## src/design/nwp_pkg.sv

```systemverilog
// constants and types for the nvm write protection block
// Function
// (RULE1) software should read back each written word; weak bits read zero
// (RULE2) store permit is cleared at power-up, blocking data writes
// (RULE3) data writes are refused while the 72 ms power-up delay runs
// (RULE4) self-write permit at zero refuses every internal flash write
// (RULE5) flash writes need the same unlock key sequence as data writes
// (RULE6) processor code can never alter the configuration word
// (RULE7) data and flash each have their own independent code protection
// (RULE8) either code protection enabled blocks external port reads and writes; partial flash protection here still passes reads of unprotected areas
// (RULE9) processor reads and writes data memory whatever its protection
// (RULE10) processor always reads flash whatever protection or permit says
// (RULE11) flash self-write needs permit at one and an unprotected target
// (RULE12) protect level 00 blocks, partial reads unprotected only, 11 full
// (RULE13) permit and protect bits return to erased only by full erase; here reset also reloads the erased word
// (RULE14) software keeps reserved interrupt register bits at zero
// (RULE15) write starts only after 55h then AAh to key port then start
// (RULE16) start is ignored unless store permit was set by earlier write
// (RULE17) completion clears start and sets the sticky done flag
// (RULE18) flash write stalls the processor two cycles, clocks keep running
// (RULE19) key port reads return zero
package nwp_pkg;
   // register indices; byte address is four times the index
   localparam logic [9:0] IDX_CORE_IRQ  = 10'h00B;
   localparam logic [9:0] IDX_PFLAG2    = 10'h00D;
   localparam logic [9:0] IDX_PEN2      = 10'h08D;
   localparam logic [9:0] IDX_DATA_LO   = 10'h10C;
   localparam logic [9:0] IDX_ADDR_LO   = 10'h10D;
   localparam logic [9:0] IDX_DATA_HI   = 10'h10E;
   localparam logic [9:0] IDX_ADDR_HI   = 10'h10F;
   localparam logic [9:0] IDX_CTL       = 10'h18C;
   localparam logic [9:0] IDX_KEY       = 10'h18D;
   localparam logic [9:0] IDX_IRQ_STAT  = 10'h1F0;
   localparam logic [9:0] IDX_IRQ_CLR   = 10'h1F1;
   localparam logic [9:0] IDX_IRQ_EN    = 10'h1F2;
   // nvm_control fields
   localparam int CTL_SPACE  = 7;
   localparam int CTL_FAULT  = 3;
   localparam int CTL_PERMIT = 2;
   localparam int CTL_WR     = 1;
   localparam int CTL_RD     = 0;
   localparam int FLG_DONE   = 4;
   localparam logic [7:0] PERIPH_MASK = 8'h19;
   localparam logic [7:0] DATH_MASK   = 8'h3F;
   localparam logic [7:0] ADRH_MASK   = 8'h1F;
   localparam logic [7:0] KEY_FIRST   = 8'h55;
   localparam logic [7:0] KEY_SECOND  = 8'hAA;
   // interrupt status layout
   localparam int ST_DONE   = 0;
   localparam int ST_REFUSE = 1;
   // configuration word layout, erased state is all ones
   localparam int CFG_SELF = 0;
   localparam int CFG_LO   = 1;
   localparam int CFG_HI   = 2;
   localparam int CFG_DCP  = 3;
   localparam logic [3:0] CFG_ERASED = 4'hF;
   // timing
   localparam int unsigned CLK_HZ     = 10000000;
   localparam int unsigned POWERUP_DELAY_TIMER_MS    = 72;
   localparam int unsigned EE_WR_MS   = 4;
   localparam int unsigned POWERUP_DELAY_TIMER_CYC   = POWERUP_DELAY_TIMER_MS * (CLK_HZ / 1000);
   localparam int unsigned EE_WR_CYC  = EE_WR_MS * (CLK_HZ / 1000);
   localparam int unsigned STALL_CYC  = 2;
   localparam int CNT_W = 20;
   typedef enum logic [2:0] {
      KEY_IDLE  = 3'h1,
      KEY_HALF  = 3'h2,
      KEY_ARMED = 3'h4
   } nwp_key_t;
endpackage

```

## src/design/nwp_top.sv

```systemverilog
// nvm write protection core with apb registers
//
// The APB slave port was chosen for this implementation.
`timescale 1ns/10ps
module nwp_top #(
   parameter int unsigned POWERUP_DELAY_TIMER_CYCLES = nwp_pkg::POWERUP_DELAY_TIMER_CYC,
   parameter int unsigned EE_CYCLES   = nwp_pkg::EE_WR_CYC
) (
   input  wire logic        core_clk,
   input  wire logic        nrst,
   input  wire logic        clk_en,
   input  wire logic        psel,
   input  wire logic        penable,
   input  wire logic        pwrite,
   input  wire logic [11:0] paddr,
   input  wire logic [31:0] pwdata,
   output logic [31:0]      prdata,
   output logic             pready,
   output logic             pslverr,
   output logic             irq,
   output logic             mem_wr,
   output logic             mem_rd,
   output logic             mem_space,
   output logic [12:0]      mem_addr,
   output logic [13:0]      mem_wdata,
   input  wire logic [13:0] mem_rdata,
   input  wire logic        prog_area_protected,
   output logic             cpu_stall,
   input  wire logic        ext_rd_req,
   input  wire logic        ext_wr_req,
   input  wire logic        ext_area_protected,
   input  wire logic        ext_cfg_wr,
   input  wire logic [3:0]  ext_cfg_wdata,
   input  wire logic        ext_bulk_erase,
   output logic             ext_rd_ok,
   output logic             ext_wr_ok
);
   typedef struct packed {
      nwp_pkg::nwp_key_t key;
      logic [7:0]  core_irq;
      logic [7:0]  pflag;
      logic [7:0]  pen;
      logic [7:0]  data_lo;
      logic [7:0]  data_hi;
      logic [7:0]  addr_lo;
      logic [7:0]  addr_hi;
      logic        space;
      logic        fault;
      logic        permit;
      logic        wr;
      logic        rd;
      logic        rd_ph;
      logic [1:0]  status;
      logic [1:0]  irq_en;
      logic [31:0] prdata;
      logic        pready;
      logic        pslverr;
      logic        irq;
      logic        mem_wr;
      logic        mem_rd;
      logic        stall;
   } nwp_top_st_t;
   nwp_top_st_t q, d;

   logic [9:0]  idx;
   logic        hit;
   logic [7:0]  rd_val;
   logic        setup;
   logic        acc_wr;
   logic [7:0]  wb;
   logic [3:0]  cfg_word;
   logic        pwr_busy;
   logic        wr_busy;
   logic        wr_last;
   logic        wr_load;
   logic [19:0] wr_len;
   logic        try_wr;
   logic        prog_ok;
   logic        go;
   logic [1:0]  st_set;
   logic [1:0]  st_clr;
   logic        lvl_off;
   logic        lvl_none;

   assign idx = paddr[11:2];
   assign wb  = pwdata[7:0];

   // powerup_delay_timer starts counting at reset release
   nwp_cnt #(
      .RST_VAL (20'(POWERUP_DELAY_TIMER_CYCLES))
   ) u_powerup_delay_timer (
      .core_clk (core_clk),
      .nrst     (nrst),
      .clk_en   (clk_en),
      .load     (1'b0),
      .load_val (20'h00000),
      .busy     (pwr_busy),
      .last     ()
   );

   // write cycle length: data write time or the flash stall
   nwp_cnt #(
      .RST_VAL (20'h00000)
   ) u_wrt (
      .core_clk (core_clk),
      .nrst     (nrst),
      .clk_en   (clk_en),
      .load     (wr_load),
      .load_val (wr_len),
      .busy     (wr_busy),
      .last     (wr_last)
   );

   // config word only reachable from the programmer side
   nwp_cfg u_cfg (
      .core_clk           (core_clk),
      .nrst               (nrst),
      .clk_en             (clk_en),
      .ext_rd_req         (ext_rd_req),
      .ext_wr_req         (ext_wr_req),
      .ext_area_protected (ext_area_protected),
      .ext_cfg_wr         (ext_cfg_wr),
      .ext_cfg_wdata      (ext_cfg_wdata),
      .ext_bulk_erase     (ext_bulk_erase),
      .ext_rd_ok          (ext_rd_ok),
      .ext_wr_ok          (ext_wr_ok),
      .cfg_word           (cfg_word)
   ); // see (RULE6)

   // read mux and address decode
   always_comb begin
      hit    = 1'b1;
      rd_val = 8'h00;
      case (idx)
         nwp_pkg::IDX_CORE_IRQ: begin
            rd_val = q.core_irq;
         end
         nwp_pkg::IDX_PFLAG2: begin
            rd_val = q.pflag;
            rd_val[nwp_pkg::FLG_DONE] = q.status[nwp_pkg::ST_DONE];
         end
         nwp_pkg::IDX_PEN2: begin
            rd_val = q.pen;
         end
         nwp_pkg::IDX_DATA_LO: begin
            rd_val = q.data_lo;
         end
         nwp_pkg::IDX_ADDR_LO: begin
            rd_val = q.addr_lo;
         end
         nwp_pkg::IDX_DATA_HI: begin
            rd_val = q.data_hi;
         end
         nwp_pkg::IDX_ADDR_HI: begin
            rd_val = q.addr_hi;
         end
         nwp_pkg::IDX_CTL: begin
            rd_val[nwp_pkg::CTL_SPACE]  = q.space;
            rd_val[nwp_pkg::CTL_FAULT]  = q.fault;
            rd_val[nwp_pkg::CTL_PERMIT] = q.permit;
            rd_val[nwp_pkg::CTL_WR]     = q.wr;
            rd_val[nwp_pkg::CTL_RD]     = q.rd;
         end
         nwp_pkg::IDX_KEY: begin
            rd_val = 8'h00; // see (RULE19)
         end
         nwp_pkg::IDX_IRQ_STAT: begin
            rd_val = {6'h00, q.status};
         end
         nwp_pkg::IDX_IRQ_CLR: begin
            rd_val = 8'h00;
         end
         nwp_pkg::IDX_IRQ_EN: begin
            rd_val = {6'h00, q.irq_en};
         end
         default: begin
            hit = 1'b0;
         end
      endcase
   end

   // start-write qualification
   always_comb begin
      setup  = psel & ~penable;
      acc_wr = psel & penable & q.pready & pwrite & hit;
      try_wr = acc_wr & (idx == nwp_pkg::IDX_CTL) & wb[nwp_pkg::CTL_WR] & ~q.wr & ~wr_busy;
      lvl_off  = cfg_word[nwp_pkg::CFG_HI] & cfg_word[nwp_pkg::CFG_LO];
      lvl_none = ~cfg_word[nwp_pkg::CFG_HI] & ~cfg_word[nwp_pkg::CFG_LO];
      // permit alone decides when protection is off; see (RULE4) see (RULE11)
      prog_ok = cfg_word[nwp_pkg::CFG_SELF] & (lvl_off | (~lvl_none & ~prog_area_protected));
      // key and earlier permit needed for both spaces; see (RULE5) see (RULE15) see (RULE16)
      go = try_wr & (q.key == nwp_pkg::KEY_ARMED) & q.permit;
      if (wb[nwp_pkg::CTL_SPACE]) begin
         go = go & prog_ok;
      end else begin
         go = go & ~pwr_busy; // see (RULE3)
      end
      wr_load = go;
      if (wb[nwp_pkg::CTL_SPACE]) begin
         wr_len = 20'(nwp_pkg::STALL_CYC);
      end else begin
         wr_len = 20'(EE_CYCLES);
      end
   end

   // next state
   always_comb begin
      d        = q;
      d.mem_wr = 1'b0;
      d.mem_rd = 1'b0;
      st_set   = 2'h0;
      st_clr   = 2'h0;
      // apb answers one cycle after setup
      d.pready  = setup;
      d.pslverr = setup & ~hit;
      if (setup) begin
         d.prdata = {24'h000000, rd_val};
      end
      // read sequence: data lands two cycles after start
      if (q.mem_rd) begin
         d.rd_ph = 1'b1;
      end
      if (q.rd_ph) begin
         d.rd_ph   = 1'b0;
         d.rd      = 1'b0;
         d.data_lo = mem_rdata[7:0];
         d.data_hi = {2'h0, mem_rdata[13:8]};
      end
      // completion; see (RULE17)
      if (wr_last & q.wr) begin
         d.wr    = 1'b0;
         d.stall = 1'b0;
         st_set[nwp_pkg::ST_DONE] = 1'b1;
      end
      if (acc_wr) begin
         // any accepted write but 55h, or AAh after 55h, to the key port breaks the sequence
         d.key = nwp_pkg::KEY_IDLE;
         case (idx)
            nwp_pkg::IDX_CORE_IRQ: begin
               d.core_irq = wb;
            end
            nwp_pkg::IDX_PFLAG2: begin
               d.pflag = wb & nwp_pkg::PERIPH_MASK;
               st_clr[nwp_pkg::ST_DONE] = ~wb[nwp_pkg::FLG_DONE];
            end
            nwp_pkg::IDX_PEN2: begin
               // reserved bits kept clear whatever is written; see (RULE14)
               d.pen = wb & nwp_pkg::PERIPH_MASK;
            end
            nwp_pkg::IDX_DATA_LO: begin
               d.data_lo = wb;
            end
            nwp_pkg::IDX_ADDR_LO: begin
               d.addr_lo = wb;
            end
            nwp_pkg::IDX_DATA_HI: begin
               d.data_hi = wb & nwp_pkg::DATH_MASK;
            end
            nwp_pkg::IDX_ADDR_HI: begin
               d.addr_hi = wb & nwp_pkg::ADRH_MASK;
            end
            nwp_pkg::IDX_CTL: begin
               // space frozen while a cycle runs so the target cannot move
               if (!q.wr && !q.rd) begin
                  d.space = wb[nwp_pkg::CTL_SPACE];
               end
               d.permit = wb[nwp_pkg::CTL_PERMIT];
               d.fault  = q.fault & wb[nwp_pkg::CTL_FAULT];
               // reads never gated by protection; see (RULE9) see (RULE10)
               if (wb[nwp_pkg::CTL_RD] && !q.rd && !q.wr) begin
                  d.rd     = 1'b1;
                  d.mem_rd = 1'b1;
               end
            end
            nwp_pkg::IDX_KEY: begin
               if (wb == nwp_pkg::KEY_FIRST) begin
                  d.key = nwp_pkg::KEY_HALF;
               end else begin
                  case (q.key)
                     nwp_pkg::KEY_HALF: begin
                        if (wb == nwp_pkg::KEY_SECOND) begin
                           d.key = nwp_pkg::KEY_ARMED; // see (RULE15)
                        end
                     end
                     nwp_pkg::KEY_IDLE, nwp_pkg::KEY_ARMED: begin
                        d.key = nwp_pkg::KEY_IDLE;
                     end
                     default: begin
                        d.key = nwp_pkg::KEY_IDLE;
                     end
                  endcase
               end
            end
            nwp_pkg::IDX_IRQ_CLR: begin
               st_clr = wb[1:0];
            end
            nwp_pkg::IDX_IRQ_EN: begin
               d.irq_en = wb[1:0];
            end
            default: begin
               d.key = nwp_pkg::KEY_IDLE;
            end
         endcase
      end
      if (go) begin
         d.wr     = 1'b1;
         d.mem_wr = 1'b1;
         d.stall  = wb[nwp_pkg::CTL_SPACE]; // see (RULE18)
      end else if (try_wr) begin
         // refused attempt leaves start clear and is reported
         d.fault = 1'b1;
         st_set[nwp_pkg::ST_REFUSE] = 1'b1;
      end
      // set beats a clear in the same cycle
      d.status = (q.status & ~st_clr) | st_set;
      d.irq    = |(d.status & d.irq_en);
   end

   always_ff @(posedge core_clk) begin
      if (!nrst) begin
         q.key      <= nwp_pkg::KEY_IDLE;
         q.core_irq <= 8'h00;
         q.pflag    <= 8'h00;
         q.pen      <= 8'h00;
         q.data_lo  <= 8'h00;
         q.data_hi  <= 8'h00;
         q.addr_lo  <= 8'h00;
         q.addr_hi  <= 8'h00;
         q.space    <= 1'b0;
         q.fault    <= 1'b0;
         q.permit   <= 1'b0; // see (RULE2)
         q.wr       <= 1'b0;
         q.rd       <= 1'b0;
         q.rd_ph    <= 1'b0;
         q.status   <= 2'h0;
         q.irq_en   <= 2'h0;
         q.prdata   <= 32'h00000000;
         q.pready   <= 1'b0;
         q.pslverr  <= 1'b0;
         q.irq      <= 1'b0;
         q.mem_wr   <= 1'b0;
         q.mem_rd   <= 1'b0;
         q.stall    <= 1'b0;
      end else if (clk_en) begin
         q <= d;
      end
   end

   assign prdata    = q.prdata;
   assign pready    = q.pready;
   assign pslverr   = q.pslverr;
   assign irq       = q.irq;
   assign mem_wr    = q.mem_wr;
   assign mem_rd    = q.mem_rd;
   assign mem_space = q.space;
   assign mem_addr  = {q.addr_hi[4:0], q.addr_lo};
   assign mem_wdata = {q.data_hi[5:0], q.data_lo};
   assign cpu_stall = q.stall;
endmodule // nwp_top

```

## src/design/nwp_cnt.sv

```systemverilog
// loadable down counter used for delays
`timescale 1ns/10ps
module nwp_cnt #(
   parameter logic [19:0] RST_VAL = 20'h00000
) (
   input  wire logic        core_clk,
   input  wire logic        nrst,
   input  wire logic        clk_en,
   input  wire logic        load,
   input  wire logic [19:0] load_val,
   output logic             busy,
   output logic             last
);
   typedef struct packed {
      logic [19:0] cnt;
   } nwp_cnt_st_t;
   nwp_cnt_st_t q, d;

   always_comb begin
      d = q;
      if (load) begin
         d.cnt = load_val;
      end else if (q.cnt != 20'h00000) begin
         d.cnt = q.cnt - 20'h00001;
      end
   end

   always_ff @(posedge core_clk) begin
      if (!nrst) begin
         q.cnt <= RST_VAL;
      end else if (clk_en) begin
         q <= d;
      end
   end

   assign busy = (q.cnt != 20'h00000);
   assign last = (q.cnt == 20'h00001);
endmodule // nwp_cnt

```

## src/design/nwp_cfg.sv

```systemverilog
// configuration word and external programming port gate
`timescale 1ns/10ps
module nwp_cfg (
   input  wire logic       core_clk,
   input  wire logic       nrst,
   input  wire logic       clk_en,
   input  wire logic       ext_rd_req,
   input  wire logic       ext_wr_req,
   input  wire logic       ext_area_protected,
   input  wire logic       ext_cfg_wr,
   input  wire logic [3:0] ext_cfg_wdata,
   input  wire logic       ext_bulk_erase,
   output logic            ext_rd_ok,
   output logic            ext_wr_ok,
   output logic [3:0]      cfg_word
);
   typedef struct packed {
      logic [3:0] cfg;
      logic       rd_ok;
      logic       wr_ok;
   } nwp_cfg_st_t;
   nwp_cfg_st_t q, d;
   logic lvl_off, lvl_part, dcp_off;

   always_comb begin
      d = q;
      lvl_off  = q.cfg[nwp_pkg::CFG_HI] & q.cfg[nwp_pkg::CFG_LO];
      lvl_part = q.cfg[nwp_pkg::CFG_HI] ^ q.cfg[nwp_pkg::CFG_LO];
      dcp_off  = q.cfg[nwp_pkg::CFG_DCP];
      // data protection blocks the port; flash protection blocks writes and protected-area reads; see (RULE7) see (RULE8)
      d.rd_ok = ext_rd_req & dcp_off & (lvl_off | (lvl_part & ~ext_area_protected)); // see (RULE12)
      d.wr_ok = ext_wr_req & dcp_off & lvl_off; // see (RULE12)
      // programming only clears bits; only erase or reset sets them; see (RULE13)
      if (ext_bulk_erase) begin
         d.cfg = nwp_pkg::CFG_ERASED;
      end else if (ext_cfg_wr) begin
         d.cfg = q.cfg & ext_cfg_wdata;
      end
   end

   always_ff @(posedge core_clk) begin
      if (!nrst) begin
         q.cfg   <= nwp_pkg::CFG_ERASED;
         q.rd_ok <= 1'b0;
         q.wr_ok <= 1'b0;
      end else if (clk_en) begin
         q <= d;
      end
   end

   assign ext_rd_ok = q.rd_ok;
   assign ext_wr_ok = q.wr_ok;
   assign cfg_word  = q.cfg;
endmodule // nwp_cfg

```

## config.mk

```make
export PLATFORM = sky130hd
export DESIGN_NAME = nwp_top
export DESIGN_NICKNAME = d
export VERILOG_FILES = /design/src/design/nwp_pkg.sv /design/src/design/nwp_top.sv /design/src/design/nwp_cnt.sv /design/src/design/nwp_cfg.sv
export SDC_FILE = /design/constraint.sdc
export NUM_CORES = 1
export LEC_CHECK = 0
export BUFFER_PORTS_ARGS = -buffer_cell sky130_fd_sc_hd__buf_2
export CAP_MARGIN = 10
export CORE_UTILIZATION = 30
export DETAILED_ROUTE_END_ITERATION = 8
export PLACE_DENSITY = 0.54
export REMOVE_ABC_BUFFERS = 1
export SETUP_SLACK_MARGIN = 0.02
export SYNTH_ARGS = -nofsm -noshare
export SYNTH_HDL_FRONTEND = slang
export SYNTH_SLANG_ARGS = --single-unit
```

## constraint.sdc

```tcl
create_clock -name core_clk -period 7.2 [get_ports core_clk]
set_input_delay 0.36 -clock core_clk [delete_from_list [all_inputs] [get_ports core_clk]]
set_output_delay 0.36 -clock core_clk [all_outputs]
set_load 0.1 [all_outputs]
```

==> results of run 1 <==
## cell type report
cell class                      instances  area (um^2)  share of cell area
Clock buffer                           17          425              0.0609
Multi-Input combinational cell        515         3260               0.466
Sequential cell                       115         2300               0.330
Tap cell                              265          332              0.0475
Clock inverter                         15          138              0.0197
Inverter                               11         41.3             0.00591
Timing Repair Buffer                   96          493              0.0706
## state kept, by name (all words and copies together) (netlist names), 4 cells and up
name,cells
mem_addr,13
mem_wdata,14
prdata,8
q,27
u_cfg.cfg_word,4
u_powerup_delay_timer.q,20
u_wrt.q,20
## worst paths after layout
kind	slack, ps	end	start
max	4240	u_wrt.q[19]	u_powerup_delay_timer.q[6]
min	170	u_cfg.cfg_word[1]	ext_cfg_wdata[1]
min reg2reg	460	u_powerup_delay_timer.q[3]	u_powerup_delay_timer.q[3]
max reg2reg	4240	u_wrt.q[19]	u_powerup_delay_timer.q[6]
## cells by family after synthesis
family,count (synthesis)
mux,41
compound gates,136
flops,115
buf+inv,111
fa+ha+maj,5
other cells,1
xor+xnor,18
simple gates,291
## power by group through the flow
stage	Clock, uW	Combinational [uW]	Sequential (uW)
finish	795	575	751
global route	840	639	759
CTS	808	575	749
detailed placement	0	573	762
global placement	0	571	762
floorplan	0	425	763
## worst max-delay path, cell delays in order (launching register included)
cell and delay, ps:
sky130_fd_sc_hd__dfxtp_1 320, sky130_fd_sc_hd__or4_1 780, sky130_fd_sc_hd__nor4bb_1 530, sky130_fd_sc_hd__a31o_2 300, sky130_fd_sc_hd__a21oi_1 250, sky130_fd_sc_hd__or4_1 550
sky130_fd_sc_hd__a21oi_1 150
## Yosys cell counts (10+ instances only)
cell | instances | share of area
sky130_fd_sc_hd__dfxtp_1 | 115 | 0.38
sky130_fd_sc_hd__a21oi_1 | 31 | 0.025
sky130_fd_sc_hd__o21ai_0 | 29 | 0.024
sky130_fd_sc_hd__nand3_1 | 21 | 0.017
sky130_fd_sc_hd__inv_1 | 10 | 0.0061
sky130_fd_sc_hd__or3_1 | 14 | 0.014
sky130_fd_sc_hd__nand2_1 | 81 | 0.050
sky130_fd_sc_hd__nor2_1 | 47 | 0.029
sky130_fd_sc_hd__clkbuf_1 | 32 | 0.020
sky130_fd_sc_hd__xnor2_1 | 14 | 0.020
sky130_fd_sc_hd__nor4_1 | 19 | 0.019
sky130_fd_sc_hd__buf_4 | 59 | 0.072
sky130_fd_sc_hd__mux2i_1 | 34 | 0.056
sky130_fd_sc_hd__nor3_1 | 33 | 0.027
## layer usage
| metal | part of all wire | up-vias |
|---|---|---|
| met2 | 0.45 | 151 |
| li1 | - | 2620 |
| met3 | 0.050 | 19 |
| met5 | 0 | - |
| met1 | 0.49 | 2525 |
| met4 | 0.018 | 0 |
## placed cells by master (no fill, tap or decap), drive strengths merged, types with 4 or more instances in the layout
cell type / synthesis / final
nor2: 47 / 47
a221oi: 4 / 4
ha: 5 / 5
mux2i: 34 / 34
conb: 1 / 24
clkinv: 0 / 7
a32o: 4 / 4
o21a: 4 / 4
clkbuf: 32 / 17
and3: 6 / 6
mux2: 4 / 4
inv: 11 / 12
nand2b: 5 / 5
or3: 14 / 14
o31ai: 5 / 5
nor4: 19 / 19
nand3b: 4 / 4
o31a: 8 / 8
a21oi: 32 / 32
nand3: 21 / 21
or2: 6 / 6
and2: 6 / 6
o221a: 6 / 6
nand4b: 5 / 5
a31oi: 5 / 5
nor3b: 7 / 7
dfxtp: 115 / 115
xnor2: 14 / 14
clkinvlp: 0 / 6
or4: 9 / 9
buf: 68 / 96
nor3: 34 / 34
nand2: 81 / 81
o211ai: 5 / 5
nand4: 9 / 9
a22oi: 7 / 7
xor2: 4 / 4
o21ai: 31 / 31
## per-stage QoR
stage,power (uW),util
after floorplan,1190,-
after global placement,1330,0.326
after detailed placement,1330,0.326
after CTS,2130,0.354
after global routing,2240,0.354
final,2120,0.354
==> impl_summary.md, run 1 <==
CTS
The clock sink total is 115. After clock tree synthesis, the clock-pin slew on the worst setup and hold paths is about 60 ps. The number of setup buffers added after CTS is 0. TritonCTS built the clock tree.

The cell sitting at the root of the clock tree is a sky130_fd_sc_hd__clkbuf_16. The hold buffer count at CTS is 0. The post-CTS resize count is 0. Clock tree synthesis inserted a total of 17 buffers. No sink is reached through more buffers than the 2 on the longest clock path.

For the worst-skew pair, the clock arrives at the later sink with an insertion delay of 430 ps. The H-tree was split into 4 levels.

Floorplanning
From bottom edge to top edge, the die measures between 100 and 150 um. The core outline area is around 20,000 um^2. Measured along the x axis, the die boundary spans 145 um. In this run the core area contains just over 50 standard-cell rows. For this configuration, the core starts out at a cell density of 0.311.

The die area is 21,000 um^2. The count of boundary I/O pins is between 100 and 150.

Place
The congestion estimate from routability-driven global placement came to 0.811. During placement, the flow inserted port buffers numbering 91. Once detailed placement completed, the half-perimeter wirelength came to 12,700 um. In this run, placement finished with an instance count of 1,002.

The placed instance area is 6420 um^2. The minimum setup slack after placement is approximately 4000 ps.

GRT
The initial antenna violation count was 0. The number of global-route vias before repair is around 5,000. The maximum number of pins on one net before global-route repair is 50. The layer carrying the most global-route usage is met2. For this run, the total global-route usage over all layers was measured as 0.170.

For this run, global-route usage on met1 was measured as 0.233. For this run the aggregate overflow at the end of global routing stands at 0. The global-route wire length before repair is around 28,000 um. For met3 alone, demand over resource in global routing was 0.0421.

The met2 layer usage reported by global route is 0.255.

Run status
The flow ran to the end, and the final reports show no timing, DRC or antenna violations.

Synthesis
The compound-gate portion of the synthesized area was 0.155. The xor/xnor share of the synthesized area is 0.0257. In the synthesized netlist, the number of instances is between 700 and 800. The area share of fa/ha/maj cells after synthesis is 0.0102. Yosys mapped the design onto 71 distinct sky130hd cell types.

A synthesized cell averages between 8 and 9 um^2. The most used flip-flop cell after synthesis is sky130_fd_sc_hd__dfxtp_1. The number of enable flip-flop cells after synthesis is 0.

The proportion of register bits with asynchronous set or reset after synthesis is 0. The Yosys warning count is 0. After synthesis, the largest family of logic cells by area is simple AND/OR/NAND/NOR gates. For this run, the register share of the synthesized area comes to 0.376. The cell area after synthesis is ~6100 um^2. The fraction of synthesized area in multiplexers is 0.0739. The basic-gate share of the synthesized area counting and, or, nand and nor cells is 0.252. The synthesized flop and latch total is 115.

Layout
The post-layout instance area is 6990 um^2. The number of antenna diodes in the final layout is 0. The signed area change from the synthesized netlist to the final layout is 14.0%.

The number of fillers in the final layout is 2,073. After the last flow step, the layout net total stands at between 800 and 900. Excluding fillers, the count of instances in the completed layout stands at slightly above 1,000.

In the final layout, the share of cells above drive strength 1 is 0.203.

STA
The number of hold violations in the final report came to 0. The final worst-path setup slack is roughly 4200 ps. The max-slew violation count is 0. The worst clock skew on the final layout is 9.46 ps. Dividing the final minimum period by the clock period gives 0.411.

Hold timing on the final database bottoms out at a slack of ~170 ps. Setup violations remaining at the end of the flow were counted as 0. The aggregate negative setup slack is 0 ps. The time the worst path needs with I/O delays and setup is 2960 ps. The tightest slew margin relative to the limit is 0.322. The actual transition at the worst max-transition pin is about 1000 ps.

Derived from the worst setup path, the maximum achievable clock frequency is approximately 0.34 GHz. Setup repair after global routing left no endpoint under its margin.

Detailed routing
Dividing the detail-routed via count by the number of cells gives just over 5. The routed layout has 5,315 vias. The detail route stage leaves a number of antenna-violating nets equal to 0. The detail-routed net length per standard cell is roughly 17 um.

The DRC marker count from the first detailed-route iteration is slightly above 400. Summed over all layers, the routed wires come to approximately 18,000 um. The first detailed-routing pass ran for 4 iterations. After detailed routing, the number of remaining DRC violations is 0.

Critical path
The arrival time of data at the critical path endpoint is ~3300 ps. Of all nets on the critical path, the largest fanout is 16. The type of element launching the critical path is a flop. The category of the most critical setup path is reg2reg. The length in cells of the worst reg-to-reg path is 6.

The data required time at the worst endpoint is 7550 ps. The element type at the critical path end is a flop.

Pwr
Of the total power, the share spent switching nets is 0.360. The share of total power dissipated in sequential elements is 0.354. The internal power of the cells is 1360 uW. The leakage power figure is about 0.0028 uW. IR analysis of the VDD net gives a maximum drop of roughly 190 uV. In this run the power density over the cells is between 300 and 400 nW/um^2. Of the total power, the clock network draws 0.375. Of the total power, combinational logic draws 0.271. For this design the total switching power over the nets is ~760 uW.

Worst hold path
The path class of the tightest hold or removal check is in2reg. The number of cells traversed by the worst hold path is 3.

Job
The number of maximum-capacitance violations is 0.
Note: power is estimated with default switching activity, not from simulation.
==> run 2: changes to the inputs <==
- PLACE_DENSITY: 0.54 -> 0.55
- clock period: 7.2 -> 2.5 ns (I/O delays scaled with it)
==> run 2 against run 1 <==
  * Clock skew fell by 1.2 ps
  * Power rose to 3.1 times the previous value
  * Combinational power rose to 3.4 times the previous value
  * Routed wire length rose by 5.5%
  * Design area rose by 9.5%
  * Die area did not move
  * Critical endpoint is now u_wrt.q[14]
==> impl_summary.md, run 2 (synthesis gave the netlist of run 1 again) <==
Critical path
The destination of the worst register-to-register timing path is u_wrt.q[14] (was u_wrt.q[19]). The arrival time of data at the critical path endpoint came to 2660 ps (was 3300 ps). The category of the most critical setup path is reg2reg (unchanged).

The largest fanout on the critical path came to 4 (was 16). The element type at the critical path end is a flop (unchanged). The start of the worst register-to-register path is u_powerup_delay_timer.q[6] (unchanged). The data required time at the worst endpoint is 2860 ps (was 7550 ps).

The length in cells of the worst reg-to-reg path came to 7 (was 6). The register-to-register setup slack is 200 ps (was 4240 ps). The type of element launching the critical path is a flop (unchanged).

STA
The number of hold violations in the final report is 0 (unchanged). The final cycle utilization of the critical path is 0.920 (was 0.411). The highest achievable clock rate is 0.435 GHz (was 0.338 GHz). The tightest slew margin relative to the limit is 0.630 (was 0.322). The final worst-path setup slack is 200 ps (was 4240 ps).

The actual transition at the worst max-transition pin is 555 ps (was 1010 ps). The worst clock skew on the final layout is 8.27 ps (was 9.46 ps). Unrepaired setup endpoints after global routing: false (unchanged).

The aggregate negative setup slack is 0 ps (unchanged). The number of failing setup endpoints in the final timing report is 0 (unchanged). The max-slew violation count is 0 (unchanged). The time the worst path needs with I/O delays and setup is 2300 ps (was 2960 ps).

Worst hold path
The critical hold path startpoint is pwdata[6] (was ext_cfg_wdata[1]). The type of the most critical hold path is in2reg (unchanged). The worst hold path endpoint was mem_addr[6] (was u_cfg.cfg_word[1]). The number of cells traversed by the worst hold path came to 3 (unchanged).

Layout
Biggest registers after layout: q x27, u_powerup_delay_timer.q x20, u_wrt.q x20 (unchanged). The net total in the final layout was 904 (was 835). The fraction of final layout cells with drive strength greater than 1 is 0.255 (was 0.203). Commonest non-fill, non-tap cells in the layout: sky130_fd_sc_hd__dfxtp_1 (115), sky130_fd_sc_hd__buf_2 (91), sky130_fd_sc_hd__nand2_1 (81) (unchanged). The commonest non-fill, non-tap cell in the layout is sky130_fd_sc_hd__dfxtp_1 (unchanged). The number of flip-flops in the largest register is 27 (unchanged). The signed area change from the synthesized netlist to the final layout is 24.8% (was 14.0%). The post-layout instance area came to 7650 um^2 (was 6990 um^2). The largest register by flop count is q (unchanged).

The number of fillers in the final layout is 2,026 (was 2,073). The number of diodes is 0 (unchanged).

Detailed routing
The count of nets left with antenna violations after detail routing came to 0 (unchanged). The detail-routed net length per standard cell was 16.9 um (was 17.0 um). The total vias in the final route was 5,650 (was 5,315). The length of the first detailed-routing pass in iterations was 5 (was 4). The total wirelength of the detailed-routed design is 18,600 um (was 17,600 um).

The post-route DRC violation count was 0 (unchanged). The DRC marker count from the first detailed-route iteration was 382 (was 405). The number of vias per cell is 5.12 (was 5.14).

Place
The weighted congestion reported at the end of routability-driven placement is 0.834 (was 0.811). The placed instance area is 6840 um^2 (was 6420 um^2). The number of buffers inserted by port buffering is 91 (unchanged). The half-perimeter wire length after placement was 13,500 um (was 12,700 um).

The minimum setup slack after placement is -130 ps (was 3990 ps).

Floorplanning
The starting utilization of the core area is 0.311 (unchanged). The core outline area is 19,700 um^2 (unchanged). The count of boundary I/O pins is 142 (unchanged).

The die span in y is 145 um (unchanged). The number of standard-cell rows in the floorplan is 51 (unchanged). The die area is 21,000 um^2 (unchanged).

The overall die width is 145 um (unchanged).

GRT
The overflow left after global routing was 0 (unchanged). The aggregate global-route resource usage is 0.178 (was 0.170). The global-route wire length before repair is 29,200 um (was 28,000 um). The maximum number of pins on one net before global-route repair is 39 (was 50). The number of global-route vias before repair is 5,271 (was 5,030). The initial antenna violation count is 0 (unchanged).

CTS
The root cell of the clock tree was sky130_fd_sc_hd__clkbuf_16 (unchanged). The number of levels the H-tree was split into is 4 (unchanged). The clock slew at the register clock pins of the worst setup and hold paths is 60 ps (about the same). The later-pin clock latency in the skew report came to 430 ps (about the same). The maximum clock insertion buffer count is 2 (unchanged). The TritonCTS clock tree is built (unchanged). The clock sink total was 115 (unchanged).

The number of buffers inserted to repair setup after CTS is 0 (unchanged). The CTS buffer count came to 17 (unchanged).

Pwr
The leakage power figure came to 0.00319 uW (was 0.00282 uW). The power density over cell area is 873 nW/um^2 (was 304 nW/um^2). The maximum vdd ir drop is 538 uV (was 188 uV).

Job
The number of maximum-capacitance violations is 0 (unchanged).

Run status
Run status: complete, no violations (unchanged).
## run 2: changes by cell type in the layout (fill, tap and decap cells not counted), sizes merged
cell	delta
bufinv	+2
clkbuf	+4
dlygate4sd3	+15
clkinvlp	-2
inv	-1
clkinv	-3
buf	+54
## run 2: timing repair
item                                    in CTS  in global routing
gates resized for setup                      0                  5
hold buffers                                15                  0
hold endpoints to repair                    11                  0
endpoints found under the setup margin       0                 18
## run 2: how the worst max path moves through the flow
stage,from,to,slack (ps),cells past startpoint
after floorplan,pready,mem_wdata[13],-160,5
after global placement,paddr[7],u_wrt.q[3],-100,8
after detailed placement,paddr[7],u_wrt.q[4],-130,8
after CTS,u_powerup_delay_timer.q[6],u_wrt.q[4],40,8
after global routing,u_powerup_delay_timer.q[6],u_wrt.q[18],30,7
final,u_powerup_delay_timer.q[6],u_wrt.q[14],200,7
## run 2: metrics by stage
step                      hold WS [ps]  std cells   util  power, uW
after global placement             363       1056  0.347       4070
after CTS                         23.3       1103  0.387       6680
final                             34.3       1103  0.388       6680
after global routing              49.1       1103  0.388       7040
after detailed placement           367       1056  0.347       4080
after floorplan                    187        641      -       3420
## run 2: critical path, cell delays in order, from the launching register on
cell	delay, ps
sky130_fd_sc_hd__dfxtp_1	330
sky130_fd_sc_hd__or4_4	550
sky130_fd_sc_hd__nor4bb_2	260
sky130_fd_sc_hd__buf_4	160
sky130_fd_sc_hd__a31oi_1	110
sky130_fd_sc_hd__o31a_1	360
sky130_fd_sc_hd__or3_1	320
sky130_fd_sc_hd__a21oi_1	130
## run 2: metal layers
metal | global-route usage | wire, um | part of all wire
met4 | 0.0590 | 323 | 0.017
met3 | 0.0396 | 961 | 0.052
met1 | 0.252 | 9190 | 0.49
met2 | 0.265 | 8110 | 0.44
met5 | 0 | 0 | 0
## run 2: power breakdown
part,leakage (uW),switching [uW],internal (uW)
logic,0.00196,1190,754
clock network,0.000298,909,1670
registers,0.000932,153,2000
## run 2: cell type report
cell class | count | area (um^2) | area share
multi-input cells | 515 | 3280 | 0.429
flip-flops and latches | 115 | 2300 | 0.301
repair buffers | 165 | 1060 | 0.139
clock buffers | 21 | 480 | 0.0628
well taps | 265 | 332 | 0.0433
clock inverters | 11 | 151 | 0.0198
inverters | 11 | 41.3 | 0.00540
